## config.mk

```make
export PLATFORM = sky130hd
export DESIGN_NAME = ssfm_top
export DESIGN_NICKNAME = d
export VERILOG_FILES = /design/src/ssfm_sync.v /design/src/ssfm_eval.v /design/src/ssfm_top.v
export VERILOG_INCLUDE_DIRS = /design/src
export SDC_FILE = /design/constraint.sdc
export NUM_CORES = 1
export LEC_CHECK = 0
export BUFFER_PORTS_ARGS = -buffer_cell sky130_fd_sc_hd__buf_2
export CORE_UTILIZATION = 52
export DETAILED_ROUTE_END_ITERATION = 7
export PLACE_DENSITY_LB_ADDON = 0.08
export SYNTH_ARGS = -nofsm -noshare
export SYNTH_HDL_FRONTEND = slang
export SYNTH_SLANG_ARGS = --single-unit
```

## constraint.sdc

```tcl
create_clock -name aclk -period 9 [get_ports aclk]
set_clock_uncertainty 0.2 [all_clocks]
set_input_delay 1.35 -clock aclk [delete_from_list [all_inputs] [get_ports aclk]]
set_output_delay 1.35 -clock aclk [all_outputs]
set_load 0.005 [all_outputs]
```

## src/ssfm_map.vh

```
// Purpose: constants for the servo status flag monitor
// Assumes: 32-bit AXI4-Lite register bus, 125 MHz aclk
// Notes:   offsets are byte addresses; flag bit positions shared by status and mask
`ifndef SSFM_MAP_VH
`define SSFM_MAP_VH

// register byte offsets
`define SSFM_OFS_FLAGS      12'h000
`define SSFM_OFS_DIR        12'h004
`define SSFM_OFS_IRQ_STAT   12'h008
`define SSFM_OFS_IRQ_MASK   12'h00C
`define SSFM_OFS_ROUGH_RNG  12'h010
`define SSFM_OFS_INPOS_RNG  12'h014
`define SSFM_OFS_BOUND_A    12'h018
`define SSFM_OFS_BOUND_B    12'h01C
`define SSFM_OFS_CTRL_IN    12'h020

// flag bit positions
`define SSFM_B_ROUGH        0
`define SSFM_B_TRAVEL       1
`define SSFM_B_RANGE        2
`define SSFM_B_READY        3
`define SSFM_B_TOFF         4
`define SSFM_B_CHA          5
`define SSFM_B_CHB          6
`define SSFM_B_TCMD         7
`define SSFM_NFLAGS         8

// direction tags, one = output from amplifier
`define SSFM_DIR_MASK       8'h1F

// controller input bits in the ctrl register
`define SSFM_C_CHA          0
`define SSFM_C_CHB          1
`define SSFM_C_TCMD_N       2

// reset values
`define SSFM_RST_MASK       8'h00
`define SSFM_RST_RANGE      32'h00000000
`define SSFM_RST_CTRL       3'h4

`endif

```

## src/ssfm_sync.v

```verilog
// Purpose: two flip-flop synchroniser for a bank of pin levels
// Assumes: inputs are levels from outside the aclk domain
// Notes:   first stage is read only by the second stage
`timescale 1ns/10ps
module ssfm_sync #(
  parameter W = 8
) (
  input  wire         aclk,
  input  wire         aresetn,
  input  wire [W-1:0] d,
  output wire [W-1:0] q
);
  reg [W-1:0] s1_r;
  reg [W-1:0] s2_r;

  // two stages to settle metastability
  always @(posedge aclk) begin
    if (!aresetn) begin
      s1_r <= {W{1'b0}};
      s2_r <= {W{1'b0}};
    end else begin
      s1_r <= d;
      s2_r <= s1_r;
    end
  end

  assign q = s2_r;
endmodule

```

## src/ssfm_eval.v

```verilog
// Purpose: combinational evaluation of output-type monitor flags
// Assumes: all operands synchronous to aclk; magnitudes unsigned, positions signed
// Notes:   forcing-off terms are applied last so they always win
`timescale 1ns/10ps
module ssfm_eval #(
  parameter DW = 32
) (
  input  wire          base_off,
  input  wire          servo_on,
  input  wire          servo_on_rise,
  input  wire          homed,
  input  wire          ready_state,
  input  wire          toff_active,
  input  wire [DW-1:0] remain_dist,
  input  wire [DW-1:0] droop,
  input  wire [DW-1:0] position,
  input  wire [DW-1:0] rough_rng,
  input  wire [DW-1:0] inpos_rng,
  input  wire [DW-1:0] bound_a,
  input  wire [DW-1:0] bound_b,
  output reg           rough_nxt,
  output reg           travel_nxt,
  output reg           range_nxt,
  output reg           ready_nxt,
  output reg           toff_nxt
);
  reg [DW-1:0] lo;
  reg [DW-1:0] hi;

  // boundaries may be given in either order
  always @* begin
    lo = bound_a;
    hi = bound_b;
    if ($signed(bound_a) > $signed(bound_b)) begin
      lo = bound_b;
      hi = bound_a;
    end
    rough_nxt  = (remain_dist < rough_rng);
    if (servo_on_rise) begin
      rough_nxt = 1'b1;
    end
    if (base_off) begin
      rough_nxt = 1'b0;
    end
    travel_nxt = (droop <= inpos_rng) && (remain_dist == {DW{1'b0}});
    if (servo_on_rise) begin
      travel_nxt = 1'b1;
    end
    if (!servo_on) begin
      travel_nxt = 1'b0;
    end
    range_nxt = ($signed(position) >= $signed(lo)) && ($signed(position) <= $signed(hi));
    if (!homed || base_off) begin
      range_nxt = 1'b0;
    end
    ready_nxt = ready_state;
    toff_nxt  = toff_active;
  end
endmodule

```

## src/ssfm_top.v

```verilog
// Purpose: servo status flag monitor with AXI4-Lite register access
// Assumes: drive state inputs come from logic on aclk; wired inputs come from pins
// Notes:   flag rises set sticky interrupt status bits, write one to clear
`timescale 1ns/10ps
`include "ssfm_map.vh"
module ssfm_top #(
  parameter DW = 32
) (
  input  wire          aclk,
  input  wire          aresetn,
  // axi4-lite slave
  input  wire [11:0]   s_axi_awaddr,
  input  wire          s_axi_awvalid,
  output reg           s_axi_awready,
  input  wire [31:0]   s_axi_wdata,
  input  wire [3:0]    s_axi_wstrb,
  input  wire          s_axi_wvalid,
  output reg           s_axi_wready,
  output reg  [1:0]    s_axi_bresp,
  output reg           s_axi_bvalid,
  input  wire          s_axi_bready,
  input  wire [11:0]   s_axi_araddr,
  input  wire          s_axi_arvalid,
  output reg           s_axi_arready,
  output reg  [31:0]   s_axi_rdata,
  output reg  [1:0]    s_axi_rresp,
  output reg           s_axi_rvalid,
  input  wire          s_axi_rready,
  // wired pins
  input  wire          pin_channel_a,
  input  wire          pin_channel_b,
  input  wire          pin_command_n,
  // drive state, same clock
  input  wire          base_off,
  input  wire          servo_on,
  input  wire          homed,
  input  wire          ready_state,
  input  wire          toff_active,
  input  wire [DW-1:0] remain_dist,
  input  wire [DW-1:0] droop,
  input  wire [DW-1:0] position,
  // flag outputs
  output reg  [7:0]    monitor_flags,
  output reg  [7:0]    monitor_dir,
  output reg           torque_off_request,
  output reg           irq
);
  localparam NF = `SSFM_NFLAGS;

  wire [2:0]    pin_s;
  reg  [NF-1:0] flags_r;
  reg  [NF-1:0] flags_nxt;
  reg  [NF-1:0] stat_r;
  reg  [NF-1:0] mask_r;
  reg  [31:0]   rough_rng_r;
  reg  [31:0]   inpos_rng_r;
  reg  [31:0]   bound_a_r;
  reg  [31:0]   bound_b_r;
  reg  [2:0]    ctrl_r;
  reg           servo_on_d_r;
  reg  [11:0]   awaddr_r;
  reg           aw_held_r;
  reg  [31:0]   wdata_r;
  reg  [3:0]    wstrb_r;
  reg           w_held_r;
  wire          rough_nxt;
  wire          travel_nxt;
  wire          range_nxt;
  wire          ready_nxt;
  wire          toff_nxt;
  wire          do_write;
  wire          wr_stat;
  reg  [NF-1:0] clr_bits;
  wire [31:0]   mask_wr;

  // merge byte lanes into an old word
  function [31:0] merge;
    input [31:0] old;
    input [31:0] nw;
    input [3:0]  be;
    integer k;
    begin
      merge = old;
      for (k = 0; k < 4; k = k + 1) begin
        if (be[k]) begin
          merge[k*8 +: 8] = nw[k*8 +: 8];
        end
      end
    end
  endfunction

  // address decode shared by read and write paths
  function hit;
    input [11:0] a;
    input [11:0] ofs;
    begin
      hit = (a[11:2] == ofs[11:2]);
    end
  endfunction

  // command pin inverted ahead of the stages so their reset level reads as idle, not a request
  ssfm_sync #(
    .W (3)
  ) u_sync (
    .aclk    (aclk),
    .aresetn (aresetn),
    .d       ({~pin_command_n, pin_channel_b, pin_channel_a}),
    .q       (pin_s)
  );

  ssfm_eval #(
    .DW (DW)
  ) u_eval (
    .base_off      (base_off),
    .servo_on      (servo_on),
    .servo_on_rise (servo_on & ~servo_on_d_r),
    .homed         (homed),
    .ready_state   (ready_state),
    .toff_active   (toff_active),
    .remain_dist   (remain_dist),
    .droop         (droop),
    .position      (position),
    .rough_rng     (rough_rng_r[DW-1:0]),
    .inpos_rng     (inpos_rng_r[DW-1:0]),
    .bound_a       (bound_a_r[DW-1:0]),
    .bound_b       (bound_b_r[DW-1:0]),
    .rough_nxt     (rough_nxt),
    .travel_nxt    (travel_nxt),
    .range_nxt     (range_nxt),
    .ready_nxt     (ready_nxt),
    .toff_nxt      (toff_nxt)
  );

  // input flags: wired pin or controller bit; the command pin arrives already inverted
  always @* begin
    flags_nxt = {NF{1'b0}};
    flags_nxt[`SSFM_B_ROUGH]  = rough_nxt;
    flags_nxt[`SSFM_B_TRAVEL] = travel_nxt;
    flags_nxt[`SSFM_B_RANGE]  = range_nxt;
    flags_nxt[`SSFM_B_READY]  = ready_nxt;
    flags_nxt[`SSFM_B_TOFF]   = toff_nxt;
    flags_nxt[`SSFM_B_CHA]    = pin_s[0] | ctrl_r[`SSFM_C_CHA];
    flags_nxt[`SSFM_B_CHB]    = pin_s[1] | ctrl_r[`SSFM_C_CHB];
    // command flag is on (asserted) when either source sends the off level
    flags_nxt[`SSFM_B_TCMD]   = pin_s[2] | ~ctrl_r[`SSFM_C_TCMD_N];
  end

  // write handshake: address and data taken independently, in either order
  assign do_write = aw_held_r && w_held_r && !s_axi_bvalid;
  assign wr_stat  = do_write && hit(awaddr_r, `SSFM_OFS_IRQ_STAT);

  // mask merged at full word width, then cut on purpose to the implemented bits
  assign mask_wr  = merge({24'h000000, mask_r}, wdata_r, wstrb_r);

  always @* begin
    clr_bits = {NF{1'b0}};
    if (wr_stat) begin
      clr_bits = wdata_r[NF-1:0] & {NF{wstrb_r[0]}};
    end
  end

  // flags refreshed every cycle
  always @(posedge aclk) begin
    if (!aresetn) begin
      flags_r            <= {NF{1'b0}};
      servo_on_d_r       <= 1'b0;
      monitor_flags      <= 8'h00;
      monitor_dir        <= 8'h00;
      torque_off_request <= 1'b0;
      stat_r             <= {NF{1'b0}};
      irq                <= 1'b0;
    end else begin
      flags_r            <= flags_nxt;
      servo_on_d_r       <= servo_on;
      monitor_flags      <= flags_nxt;
      monitor_dir        <= `SSFM_DIR_MASK;
      torque_off_request <= flags_nxt[`SSFM_B_TCMD];
      // a rise in the same cycle as a clear keeps the bit set
      stat_r             <= (stat_r & ~clr_bits) | (flags_nxt & ~flags_r);
      irq                <= |(((stat_r & ~clr_bits) | (flags_nxt & ~flags_r)) & mask_r);
    end
  end

  // axi write channels
  always @(posedge aclk) begin
    if (!aresetn) begin
      s_axi_awready <= 1'b0;
      s_axi_wready  <= 1'b0;
      s_axi_bvalid  <= 1'b0;
      s_axi_bresp   <= 2'b00;
      aw_held_r     <= 1'b0;
      w_held_r      <= 1'b0;
      awaddr_r      <= 12'h000;
      wdata_r       <= 32'h00000000;
      wstrb_r       <= 4'h0;
      mask_r        <= `SSFM_RST_MASK;
      rough_rng_r   <= `SSFM_RST_RANGE;
      inpos_rng_r   <= `SSFM_RST_RANGE;
      bound_a_r     <= `SSFM_RST_RANGE;
      bound_b_r     <= `SSFM_RST_RANGE;
      ctrl_r        <= `SSFM_RST_CTRL;
    end else begin
      s_axi_awready <= !aw_held_r && !s_axi_awready && s_axi_awvalid;
      s_axi_wready  <= !w_held_r && !s_axi_wready && s_axi_wvalid;
      if (s_axi_awready && s_axi_awvalid) begin
        aw_held_r <= 1'b1;
        awaddr_r  <= s_axi_awaddr;
      end
      if (s_axi_wready && s_axi_wvalid) begin
        w_held_r <= 1'b1;
        wdata_r  <= s_axi_wdata;
        wstrb_r  <= s_axi_wstrb;
      end
      if (do_write) begin
        s_axi_bvalid <= 1'b1;
        s_axi_bresp  <= 2'b00;
        aw_held_r    <= 1'b0;
        w_held_r     <= 1'b0;
        // configuration is loaded here; read-only and unmapped words answer okay
        if (hit(awaddr_r, `SSFM_OFS_IRQ_MASK)) begin
          mask_r <= mask_wr[NF-1:0];
        end
        if (hit(awaddr_r, `SSFM_OFS_ROUGH_RNG)) begin
          rough_rng_r <= merge(rough_rng_r, wdata_r, wstrb_r);
        end
        if (hit(awaddr_r, `SSFM_OFS_INPOS_RNG)) begin
          inpos_rng_r <= merge(inpos_rng_r, wdata_r, wstrb_r);
        end
        if (hit(awaddr_r, `SSFM_OFS_BOUND_A)) begin
          bound_a_r <= merge(bound_a_r, wdata_r, wstrb_r);
        end
        if (hit(awaddr_r, `SSFM_OFS_BOUND_B)) begin
          bound_b_r <= merge(bound_b_r, wdata_r, wstrb_r);
        end
        if (hit(awaddr_r, `SSFM_OFS_CTRL_IN) && wstrb_r[0]) begin
          ctrl_r <= wdata_r[2:0];
        end
      end else if (s_axi_bvalid && s_axi_bready) begin
        s_axi_bvalid <= 1'b0;
      end
    end
  end

  // axi read channel, one outstanding read
  always @(posedge aclk) begin
    if (!aresetn) begin
      s_axi_arready <= 1'b0;
      s_axi_rvalid  <= 1'b0;
      s_axi_rdata   <= 32'h00000000;
      s_axi_rresp   <= 2'b00;
    end else begin
      s_axi_arready <= !s_axi_arready && !s_axi_rvalid && s_axi_arvalid;
      if (s_axi_arready && s_axi_arvalid) begin
        s_axi_rvalid <= 1'b1;
        s_axi_rresp  <= 2'b00;
        s_axi_rdata  <= 32'h00000000;
        if (hit(s_axi_araddr, `SSFM_OFS_FLAGS)) begin
          s_axi_rdata <= {24'h000000, flags_r};
        end
        if (hit(s_axi_araddr, `SSFM_OFS_DIR)) begin
          s_axi_rdata <= {24'h000000, `SSFM_DIR_MASK};
        end
        if (hit(s_axi_araddr, `SSFM_OFS_IRQ_STAT)) begin
          s_axi_rdata <= {24'h000000, stat_r};
        end
        if (hit(s_axi_araddr, `SSFM_OFS_IRQ_MASK)) begin
          s_axi_rdata <= {24'h000000, mask_r};
        end
        if (hit(s_axi_araddr, `SSFM_OFS_ROUGH_RNG)) begin
          s_axi_rdata <= rough_rng_r;
        end
        if (hit(s_axi_araddr, `SSFM_OFS_INPOS_RNG)) begin
          s_axi_rdata <= inpos_rng_r;
        end
        if (hit(s_axi_araddr, `SSFM_OFS_BOUND_A)) begin
          s_axi_rdata <= bound_a_r;
        end
        if (hit(s_axi_araddr, `SSFM_OFS_BOUND_B)) begin
          s_axi_rdata <= bound_b_r;
        end
        if (hit(s_axi_araddr, `SSFM_OFS_CTRL_IN)) begin
          s_axi_rdata <= {29'h00000000, ctrl_r};
        end
      end else if (s_axi_rvalid && s_axi_rready) begin
        s_axi_rvalid <= 1'b0;
      end
    end
  end
endmodule

```

* After elaboration in Yosys (flattened, before gate mapping) *
Index checks and enable logic that the tools add are counted.

operators by class
  reductions and logical operators = 50
  equality and inequality tests = 15
  bitwise logic cells = 15
  mux-type cells = 22
  magnitude comparators = 5

operators by type and width
  kind                   number
  $mux W32               10
  $eq A10 B3 Y1 const B  8
  $le A32 B32 Y1         2
  $reduce_and A3 Y1      17
  $eq A10 B2 Y1 const B  4
  $and A8 B8 Y8          4
  $ge A32 B32 Y1         1
  $gt A32 B32 Y1         1
  $logic_not A32 Y1      1
  $lt A32 B32 Y1         1
  $eq A10 B4 Y1 const B  2
  $logic_and A1 B1 Y1    17
  $mux W8                2
  $not A8 Y8             2
  $eq A10 B1 Y1 const B  1
  $logic_not A10 Y1      1
  $mux W1                9
  $logic_not A1 Y1       8
  $or A8 B8 Y8           1
  $reduce_or A8 Y1       1
  $mux W5                1
  $not A1 Y1             4
  $reduce_bool A2 Y1     2
  $or A1 B1 Y1           3
  other kinds (4)        4

word-level totals
  input bits = 171
  output and inout bits = 59
  logic and storage cells = 144
  flip-flop bits (word level) = 259

* Depth between registers and ports, before layout *
Gate-level depths: netlist of run 1.

  depth after elaboration = 10
  depth in mapped cells = 19
  gate-level depth less buffers = 17

* Modules after synthesis *
Synthesis of run 1 repeated with hierarchy kept, for this count alone.

second synthesis, totals
  cell total of the unflattened synthesis = 1675
  area, all modules = 14752.9 µm²

modules (own cells, without submodules)
  module     area each (µm²)  cells each  seq. area each (µm²)  instances
  ssfm_top   9929.5           1066        4864.7                1
  ssfm_eval  4665.7           597         0.0                   1
  ssfm_sync  157.7            12          120.1                 1

* Worst setup path after synthesis of run 1 *
OpenSTA, ideal clock, no wires.

  path kind = register to register
  start point = reg bound_b_r[17]
  end point = reg irq
  path buffers = 2
  cell stages (with the launch flop) = 20
  clock period less this slack = 4.275 ns
  setup time = 0.137 ns
  setup slack = 4.725 ns
  data arrival time = 3.938 ns
  required time = 8.663 ns
  path through = dfxtp_1 -> inv_1 -> ha_1 -> a211o_1 -> o211ai_1 -> a21oi_1 -> o41ai_1 -> a31oi_1 -> a211oi_1 -> buf_2 -> buf_4 -> mux2i_1 -> ha_1 -> nand4_1 -> nor3_1 -> a21oi_1 -> o211ai_1 -> mux2_2 -> a211oi_1 -> o311ai_1

between the ends
  cells in the longest elaborated chain, start to end = 9
  elaborated cells between the ends (all ways) = 11
  classes of those cells = order compare (3); mux (3); bitwise (3); reduce/logical (2)

ends and longest elaborated chain
  item                                                     line            source
  from (decl)                                              ssfm_top.v:58   reg [31:0] bound_b_r;
  from (signal assigned)                                   ssfm_top.v:200  bound_b_r <= `SSFM_RST_RANGE;
  from (signal assigned)                                   ssfm_top.v:233  bound_b_r <= merge(bound_b_r, wdata_r, wstrb_r);
  $gt A32 B32 Y1                                           ssfm_eval.v:34  if ($signed(bound_a) > $signed(bound_b)) begin
  $mux W32                                                 ssfm_eval.v:34
  $ge A32 B32 Y1 / $le A32 B32 Y1 (equally long branches)  ssfm_eval.v:52  range_nxt = ($signed(position) >= $signed(lo)) && ($signed(position) <= $signed(hi));
  $logic_and A1 B1 Y1 *                                    ssfm_eval.v:52
  $mux W1 *                                                ssfm_eval.v:53  if (!homed || base_off) begin
  $and A8 B8 Y8 *                                          ssfm_top.v:180  irq <= |(((stat_r & ~clr_bits) | (flags_nxt & ~flags_r)) & mask_r);
  $or A8 B8 Y8 *                                           ssfm_top.v:180
  $and A8 B8 Y8 *                                          ssfm_top.v:180
  $reduce_or A8 Y1 *                                       ssfm_top.v:180
  to (signal assigned)                                     ssfm_top.v:180
  to (decl)                                                ssfm_top.v:46   output reg irq

Mark *: on every way between the ends. The rest lies on a longest branch, timed or not.
A chain may end at the register's enable or synchronous reset.

* Final worst setup path of run 1 *
  start point = reg bound_b_r[31]
  end point = reg irq

Same word-level chain as after synthesis.

==> results of run 1 <==
==> cells in the final DEF, fill, tap and decap left out, drive strengths merged, types with 4 or more instances in the layout <==
cell       n
a31oi      8
nand4     31
buf      231
bufinv     4
and2      13
a21oi    153
mux2      24
or4        4
a21o       7
and3       6
nor3      33
nand3     30
inv      115
nand2b     8
nand2    178
nand4b     4
o21ai     67
dfxtp    249
conb       7
o211ai    12
a221oi    24
nor2b     14
mux4       6
a211oi     8
o21a       5
clkbuf    39
nor4      20
mux2i    184
ha       159
and4       5
o2111ai    4
a22o      23
clkinv     7
nor2     197
==> report_power, final <==
group / internal, mW / leakage, nW / switching (mW)
Sequential: 1.12 / 2.02 / 0.0194
Clock: 0.765 / 0.505 / 0.486
Combinational: 0.0911 / 4.40 / 0.139
Total: 1.98 / 6.92 / 0.645
==> final cells by class <==
cell class / instances / share of cell area (%)
Clock buffer: 39 / 4.92
Clock inverter: 13 / 1.06
Inverter: 115 / 2.55
Multi-Input combinational cell: 1270 / 52.7
Sequential cell: 249 / 29.1
Tap cell: 378 / 2.76
Timing Repair Buffer: 231 / 6.94
==> registers in the layout, summed over array words and instances, names as in the netlist, 7 cells and up <==
register and flops:
awaddr_r 10, mask_r 8, wdata_r 32, bound_a_r 32, s_axi_rdata 32, inpos_rng_r 32, bound_b_r 32, flags_r 7
stat_r 8, rough_rng_r 32
==> routing by layer <==
| layer | vias up | wire [um] | share of wire (%) |
|---|---|---|---|
| met2 | 513 | 19700 | 43 |
| met1 | 6340 | 20400 | 45 |
| met4 | 0 | 1720 | 3.8 |
| met5 | - | 0 | 0 |
| li1 | 6483 | - | - |
| met3 | 95 | 3490 | 7.7 |
==> through the flow <==
step / util [%] / instances / total power, mW / hold slack (ns) / worst slack, ns
floorplan: - / 1724 / 1.29 / 0.212 / 4.72
global placement: 57.6 / 2243 / 1.39 / 0.217 / 3.29
detailed placement: 57.6 / 2243 / 1.39 / 0.218 / 3.20
CTS: 61.3 / 2295 / 2.63 / 0.232 / 3.14
global route: 61.3 / 2295 / 2.71 / 0.239 / 2.77
finish: 61.3 / 2295 / 2.62 / 0.232 / 3.14
==> kinds of logic (layout without fill, tap and decap cells) <==
family | count (synthesis) | count (layout)
compound gates | 337 | 337
fa+ha+maj | 159 | 159
buf+inv | 205 | 398
flops | 249 | 249
mux | 214 | 214
other cells | 1 | 7
simple gates | 553 | 553
==> cell usage after synthesis, types with 4 or more instances <==
master | number | area (sq um)
a211oi_1 | 8 | 60.1
a21o_1 | 7 | 52.6
a21oi_1 | 153 | 766
a221oi_1 | 24 | 210
a22o_1 | 23 | 201
a31oi_1 | 8 | 50.1
and2_1 | 13 | 81.3
and3_1 | 6 | 37.5
and4_1 | 5 | 43.8
buf_2 | 7 | 35.0
buf_4 | 19 | 143
clkbuf_1 | 61 | 229
dfxtp_1 | 249 | 4980
ha_1 | 159 | 1990
inv_1 | 114 | 428
mux2_2 | 24 | 270
mux2i_1 | 184 | 1840
mux4_2 | 6 | 135
nand2_1 | 178 | 668
nand2b_1 | 8 | 50.1
nand3_1 | 25 | 125
nand3_2 | 4 | 40.0
nand4_1 | 30 | 188
nor2_1 | 183 | 687
nor2_2 | 6 | 37.5
nor2_4 | 4 | 45.0
nor2_8 | 4 | 80.1
nor2b_1 | 14 | 87.6
nor3_1 | 33 | 165
nor4_1 | 19 | 119
o2111ai_1 | 4 | 35.0
o211ai_1 | 12 | 90.1
o21a_1 | 5 | 37.5
o21ai_0 | 65 | 325
==> path summary, 6_finish.rpt <==
check / end / start / slack, ns / depth (start not counted)
max: irq$_SDFF_PN0_ / bound_b_r[31]$_SDFFE_PN0P_ / 3.14 / 17
min: u_sync.q[2]$_SDFF_PN0_ / u_sync.s1_r[2]$_SDFF_PN0_ / 0.23 / 1
max reg2reg: irq$_SDFF_PN0_ / bound_b_r[31]$_SDFFE_PN0P_ / 3.14 / 17
min reg2reg: u_sync.q[2]$_SDFF_PN0_ / u_sync.s1_r[2]$_SDFF_PN0_ / 0.23 / 1
==> key figures, run 1 <==
Critical path
  – Kind of critical path: reg -> reg
  – Buf/Inv on CP: 2
  – Critical path's top delay family: simple AND/OR/NAND/NOR gates
  – Critical Path, Cell by Cell: inv_1 > ha_1 > nand3_1 > nor4_1 > and3b_1 > o211ai_1 > and2_1 > a211oi_4 > buf_4 > mux2i_1 > ha_1 > nand4_1 > nor4_1 > nor2_1 > mux2_2 > a211oi_1 > o311ai_1
  – Crit path max fanout: 40
  – Worst Path Required: about 9.2 ns
  – Crit path launch type: flop
  – CP max stage delay: ~0.69 ns
  – Crit-path slowest cell: nor4_1
  – Worst Path Arrival: 6.09 ns
  – CP endpoint kind: flop

Yosys
  – Mux cell area share after synthesis: 15.2%
  – Synth Area per Inst: roughly 8.6 sq um
  – Number of synthesized flops with an enable pin: 0
  – Xor and xnor area share after synthesis: 0%
  – FFs w/ async S/R, synth: 0%
  – Area share of and/or/nand/nor cells after synthesis: 18.0%
  – Yosys warning total: 0
  – Yosys reg bits: about 250
  – Syn Std Cell Area: 14,800 sq um
  – Area share of fa/ha/maj cells after synthesis: 13.4%
  – Synth Flop Type: dfxtp_1
  – Seq/Total Area, Yosys: approximately a third
  – Synth cell types: 67
  – Largest family of logic cells by synthesized area: simple AND/OR/NAND/NOR gates
  – Compound-gate portion of the synthesized area: 13.9%
  – Synth Instances: 1,718

Timing
  – Setup repair after global routing missed its margin: no
  – Fmax achieved: 0.171 GHz
  – Setup violators final: 0
  – Fin. Hold Viols: 0
  – Max-Slew Margin vs Limit: 19.7%
  – Tmin final: 5.86 ns
  – Period utilisation layout: ~65%
  – Setup TNS: 0 ns
  – Worst slew pin tran: 1.20 ns
  – Slew Viols, Final: 0

Placement
  – PortBufs: approximately 220
  – RD Place Congestion: 0.957
  – DP HPWL: 33,600 um
  – Placed Area: 16,100 sq um

Detailed routing
  – Drt first pass iters: 7
  – Wire per inst: 19.7 um
  – WL final: 45,300 um
  – # DRC: 0
  – 1st-iter DRT viols: 1,022
  – Post-route ant nets: 0
  – Via/cell ratio: 5.85
  – Vias post-DR: 13,431

Global routing
  – M2 GR Usage: 48.3%
  – Met3 global-route usage: 4.86%
  – Number of global-route vias before repair: around 12,000
  – Initial antenna violation count: 0
  – First-pass GRT wire length: 69,000 um
  – GR peak layer: met2
  – Met1 Track Usage GR: 42.6%
  – GRT Resource Usage Total: 30.8%
  – Largest net degree at the start of global routing: 135
  – Grt ovf: 0

Cells and area
  – FF/Latch Area: roughly 5000 sq um
  – Final Instance Area: 17,100 sq um
  – Diodes inserted: 0
  – Nets: 2,225
  – Area of the multi-input gates: 9020 sq um
  – Fraction of layout cells with a size suffix above 1: 17.8%
  – Fillers: 2,543
  – Area Overhead vs Synth: 15.6%

Floorplanning
  – Overall die width: 171 um
  – Row count: between 60 and 70
  – Starting Density: 53.0%
  – Die height: approximately 170 um
  – Die Area: approximately 29,000 sq um
  – Core area: 27,900 sq um
  – I/O pin count: 230

Pwr
  – Leakage: roughly 7 nW
  – Peak VDD IR: 0.000129 V
  – PwrDens: approximately 150 nW/um^2

Clocking
  – CTS tree: yes
  – Worst skew pair latency: roughly 0.57 ns
  – Clock Path Buffers: 3
  – Root Buffer: clkbuf_16
  – Post-cts sizing count: 0
  – Setup Buffers After CTS: 0
  – Cts hold-fix bufs: 0
  – Clock slew at reported path FFs: 0.07 ns
  – Num CTS Buffers: 28
  – H-tree depth: 1
  – Clock Sinks: 249

Min path
  – Worst Hold Class: reg -> reg

Status
  – Status: completed

Flow run
  – Max Cap Viol: 0
No activity file was read; power rests on OpenSTA's default activity.
==> inputs of run 2 (changes only) <==
clock period = 6 ns   (was 9 ns; I/O delays follow)
==> key figures, run 2 (synthesis results as in run 1) <==
Timing
  – Max-Slew Margin vs Limit: 37.3%
  – Slew Viols, Final: 0
  – Setup TNS: 0 ns
  – Setup repair after global routing missed its margin: no
  – Fmax achieved: 0.191 GHz
  – Fin. Hold Viols: 0
  – Worst slew pin tran: 0.938 ns
  – Period utilisation layout: between 80 and 90%
  – Tmin final: 5.23 ns
  – Setup violators final: 0

Placement
  – PortBufs: roughly 220
  – RD Place Congestion: 0.921
  – DP HPWL: 34,100 um
  – Placed Area: roughly 16,000 sq um

Clocking
  – Worst skew pair latency: between 0.5 and 0.6 ns
  – Cts hold-fix bufs: 0
  – Num CTS Buffers: 28
  – H-tree depth: 1
  – Clock Path Buffers: 3
  – Root Buffer: clkbuf_16
  – Clock Sinks: 249
  – CTS tree: yes
  – Setup Buffers After CTS: 0
  – Clock slew at reported path FFs: 0.06 ns
  – Post-cts sizing count: 0

Cells and area
  – Final Instance Area: 17,100 sq um
  – Most frequent cells in the layout: 249 x dfxtp_1, 218 x buf_2, 184 x mux2i_1
  – Fillers: 2,543
  – Most common cell after layout, fill and taps aside: dfxtp_1
  – Fraction of layout cells with a size suffix above 1: between 10% and 20%
  – Area Overhead vs Synth: 15.6%
  – Nets: approximately 2,200
  – Diodes inserted: 0

Floorplanning
  – I/O pin count: 230
  – Row count: approximately 60
  – Starting Density: about 53%
  – Die Area: 29,200 sq um
  – Overall die width: 171 um
  – Die height: 171 um
  – Core area: 27,900 sq um

Critical path
  – Worst Path Arrival: 5.49 ns
  – Worst Path Required: 6.25 ns
  – Kind of critical path: reg -> reg
  – Crit path launch type: flop
  – Crit path max fanout: 21
  – CP endpoint kind: flop
  – Reg2reg setup slack: 0.77 ns

Global routing
  – Grt ovf: 0
  – GRT Resource Usage Total: 30.8%
  – Largest net degree at the start of global routing: 131
  – First-pass GRT wire length: 68,300 um
  – Initial antenna violation count: 0
  – Number of global-route vias before repair: 12,165

Status
  – Status: completed

Pwr
  – Leakage: 6.92 nW
  – PwrDens: 223 nW/um^2
  – Peak VDD IR: 0.000203 V

Detailed routing
  – Post-route ant nets: 0
  – Drt first pass iters: 7
  – Wire per inst: 19.8 um
  – Via/cell ratio: 5.81
  – # DRC: 0
  – Vias post-DR: 13,367
  – WL final: roughly 45,000 um
  – 1st-iter DRT viols: 1,155

Min path
  – Worst Hold Class: reg -> reg

Flow run
  – Max Cap Viol: 0
## run 2: cell types whose count changed in the layout (fill, tap and decap cells not counted), moves of 2 or more
cell / delta
clkinvlp_4: -2
clkbuf_1: +5
clkbuf_8: -2
bufinv_16: -2
buf_4: +3
buf_12: +2
## run 2: path summary, 6_finish.rpt
check,start,endpoint,cells past startpoint
min reg2reg,u_sync.s1_r[1]$_SDFF_PN0_,u_sync.q[1]$_SDFF_PN0_,1
max reg2reg,bound_b_r[31]$_SDFFE_PN0P_,irq$_SDFF_PN0_,20
min,u_sync.s1_r[1]$_SDFF_PN0_,u_sync.q[1]$_SDFF_PN0_,1
max,bound_b_r[31]$_SDFFE_PN0P_,irq$_SDFF_PN0_,20
## run 2: through the flow
step / total power [mW] / std cells / setup WS, ns / hold slack, ns / util, %
floorplan: 1.93 / 1724 / 1.72 / 0.212 / -
global placement: 2.08 / 2248 / 0.994 / 0.219 / 57.9
CTS: 3.84 / 2300 / 0.805 / 0.236 / 61.3
detailed placement: 2.09 / 2248 / 0.850 / 0.223 / 57.9
global route: 3.95 / 2300 / 0.478 / 0.252 / 61.3
finish: 3.82 / 2300 / 0.768 / 0.233 / 61.3
## run 2: power breakdown
group	internal (mW)	switching [mW]	total, mW
logic	0.138	0.208	0.346
clock network	1.05	0.715	1.76
registers	1.68	0.0298	1.71
## run 2: metal layers
metal  up-vias  GRT usage (%)  share of wire (%)
li1       6465              -                  -
met1      6306           42.5                 45
met2       513           48.2                 44
met3        83           5.23                7.9
met4         0           11.0                3.6
met5         -              0                  0
## run 2: area by class of cell
class                   count  area (sq um)  area share, %
clock buffers              42           833           4.87
flip-flops and latches    249          4980           29.1
clock inverters            10           125          0.731
multi-input cells        1270          9020           52.7
inverters                 115           437           2.55
well taps                 378           473           2.76
repair buffers            236          1250           7.31
## run 2: worst max-delay path, stage by stage, from the launching register on
cell	delay (ns)
dfxtp_1	0.39
inv_1	0.06
ha_1	0.42
nand3_1	0.11
nor4_1	0.29
buf_4	0.20
and3b_1	0.22
o211ai_1	0.19
and2_1	0.22
a211oi_4	0.26
buf_4	0.38
mux2i_1	0.23
ha_1	0.27
a21oi_1	0.13
o21ai_0	0.13
a221oi_1	0.33
o211ai_1	0.25
nor3_1	0.24
a211oi_1	0.07
buf_4	0.18
o311ai_1	0.30
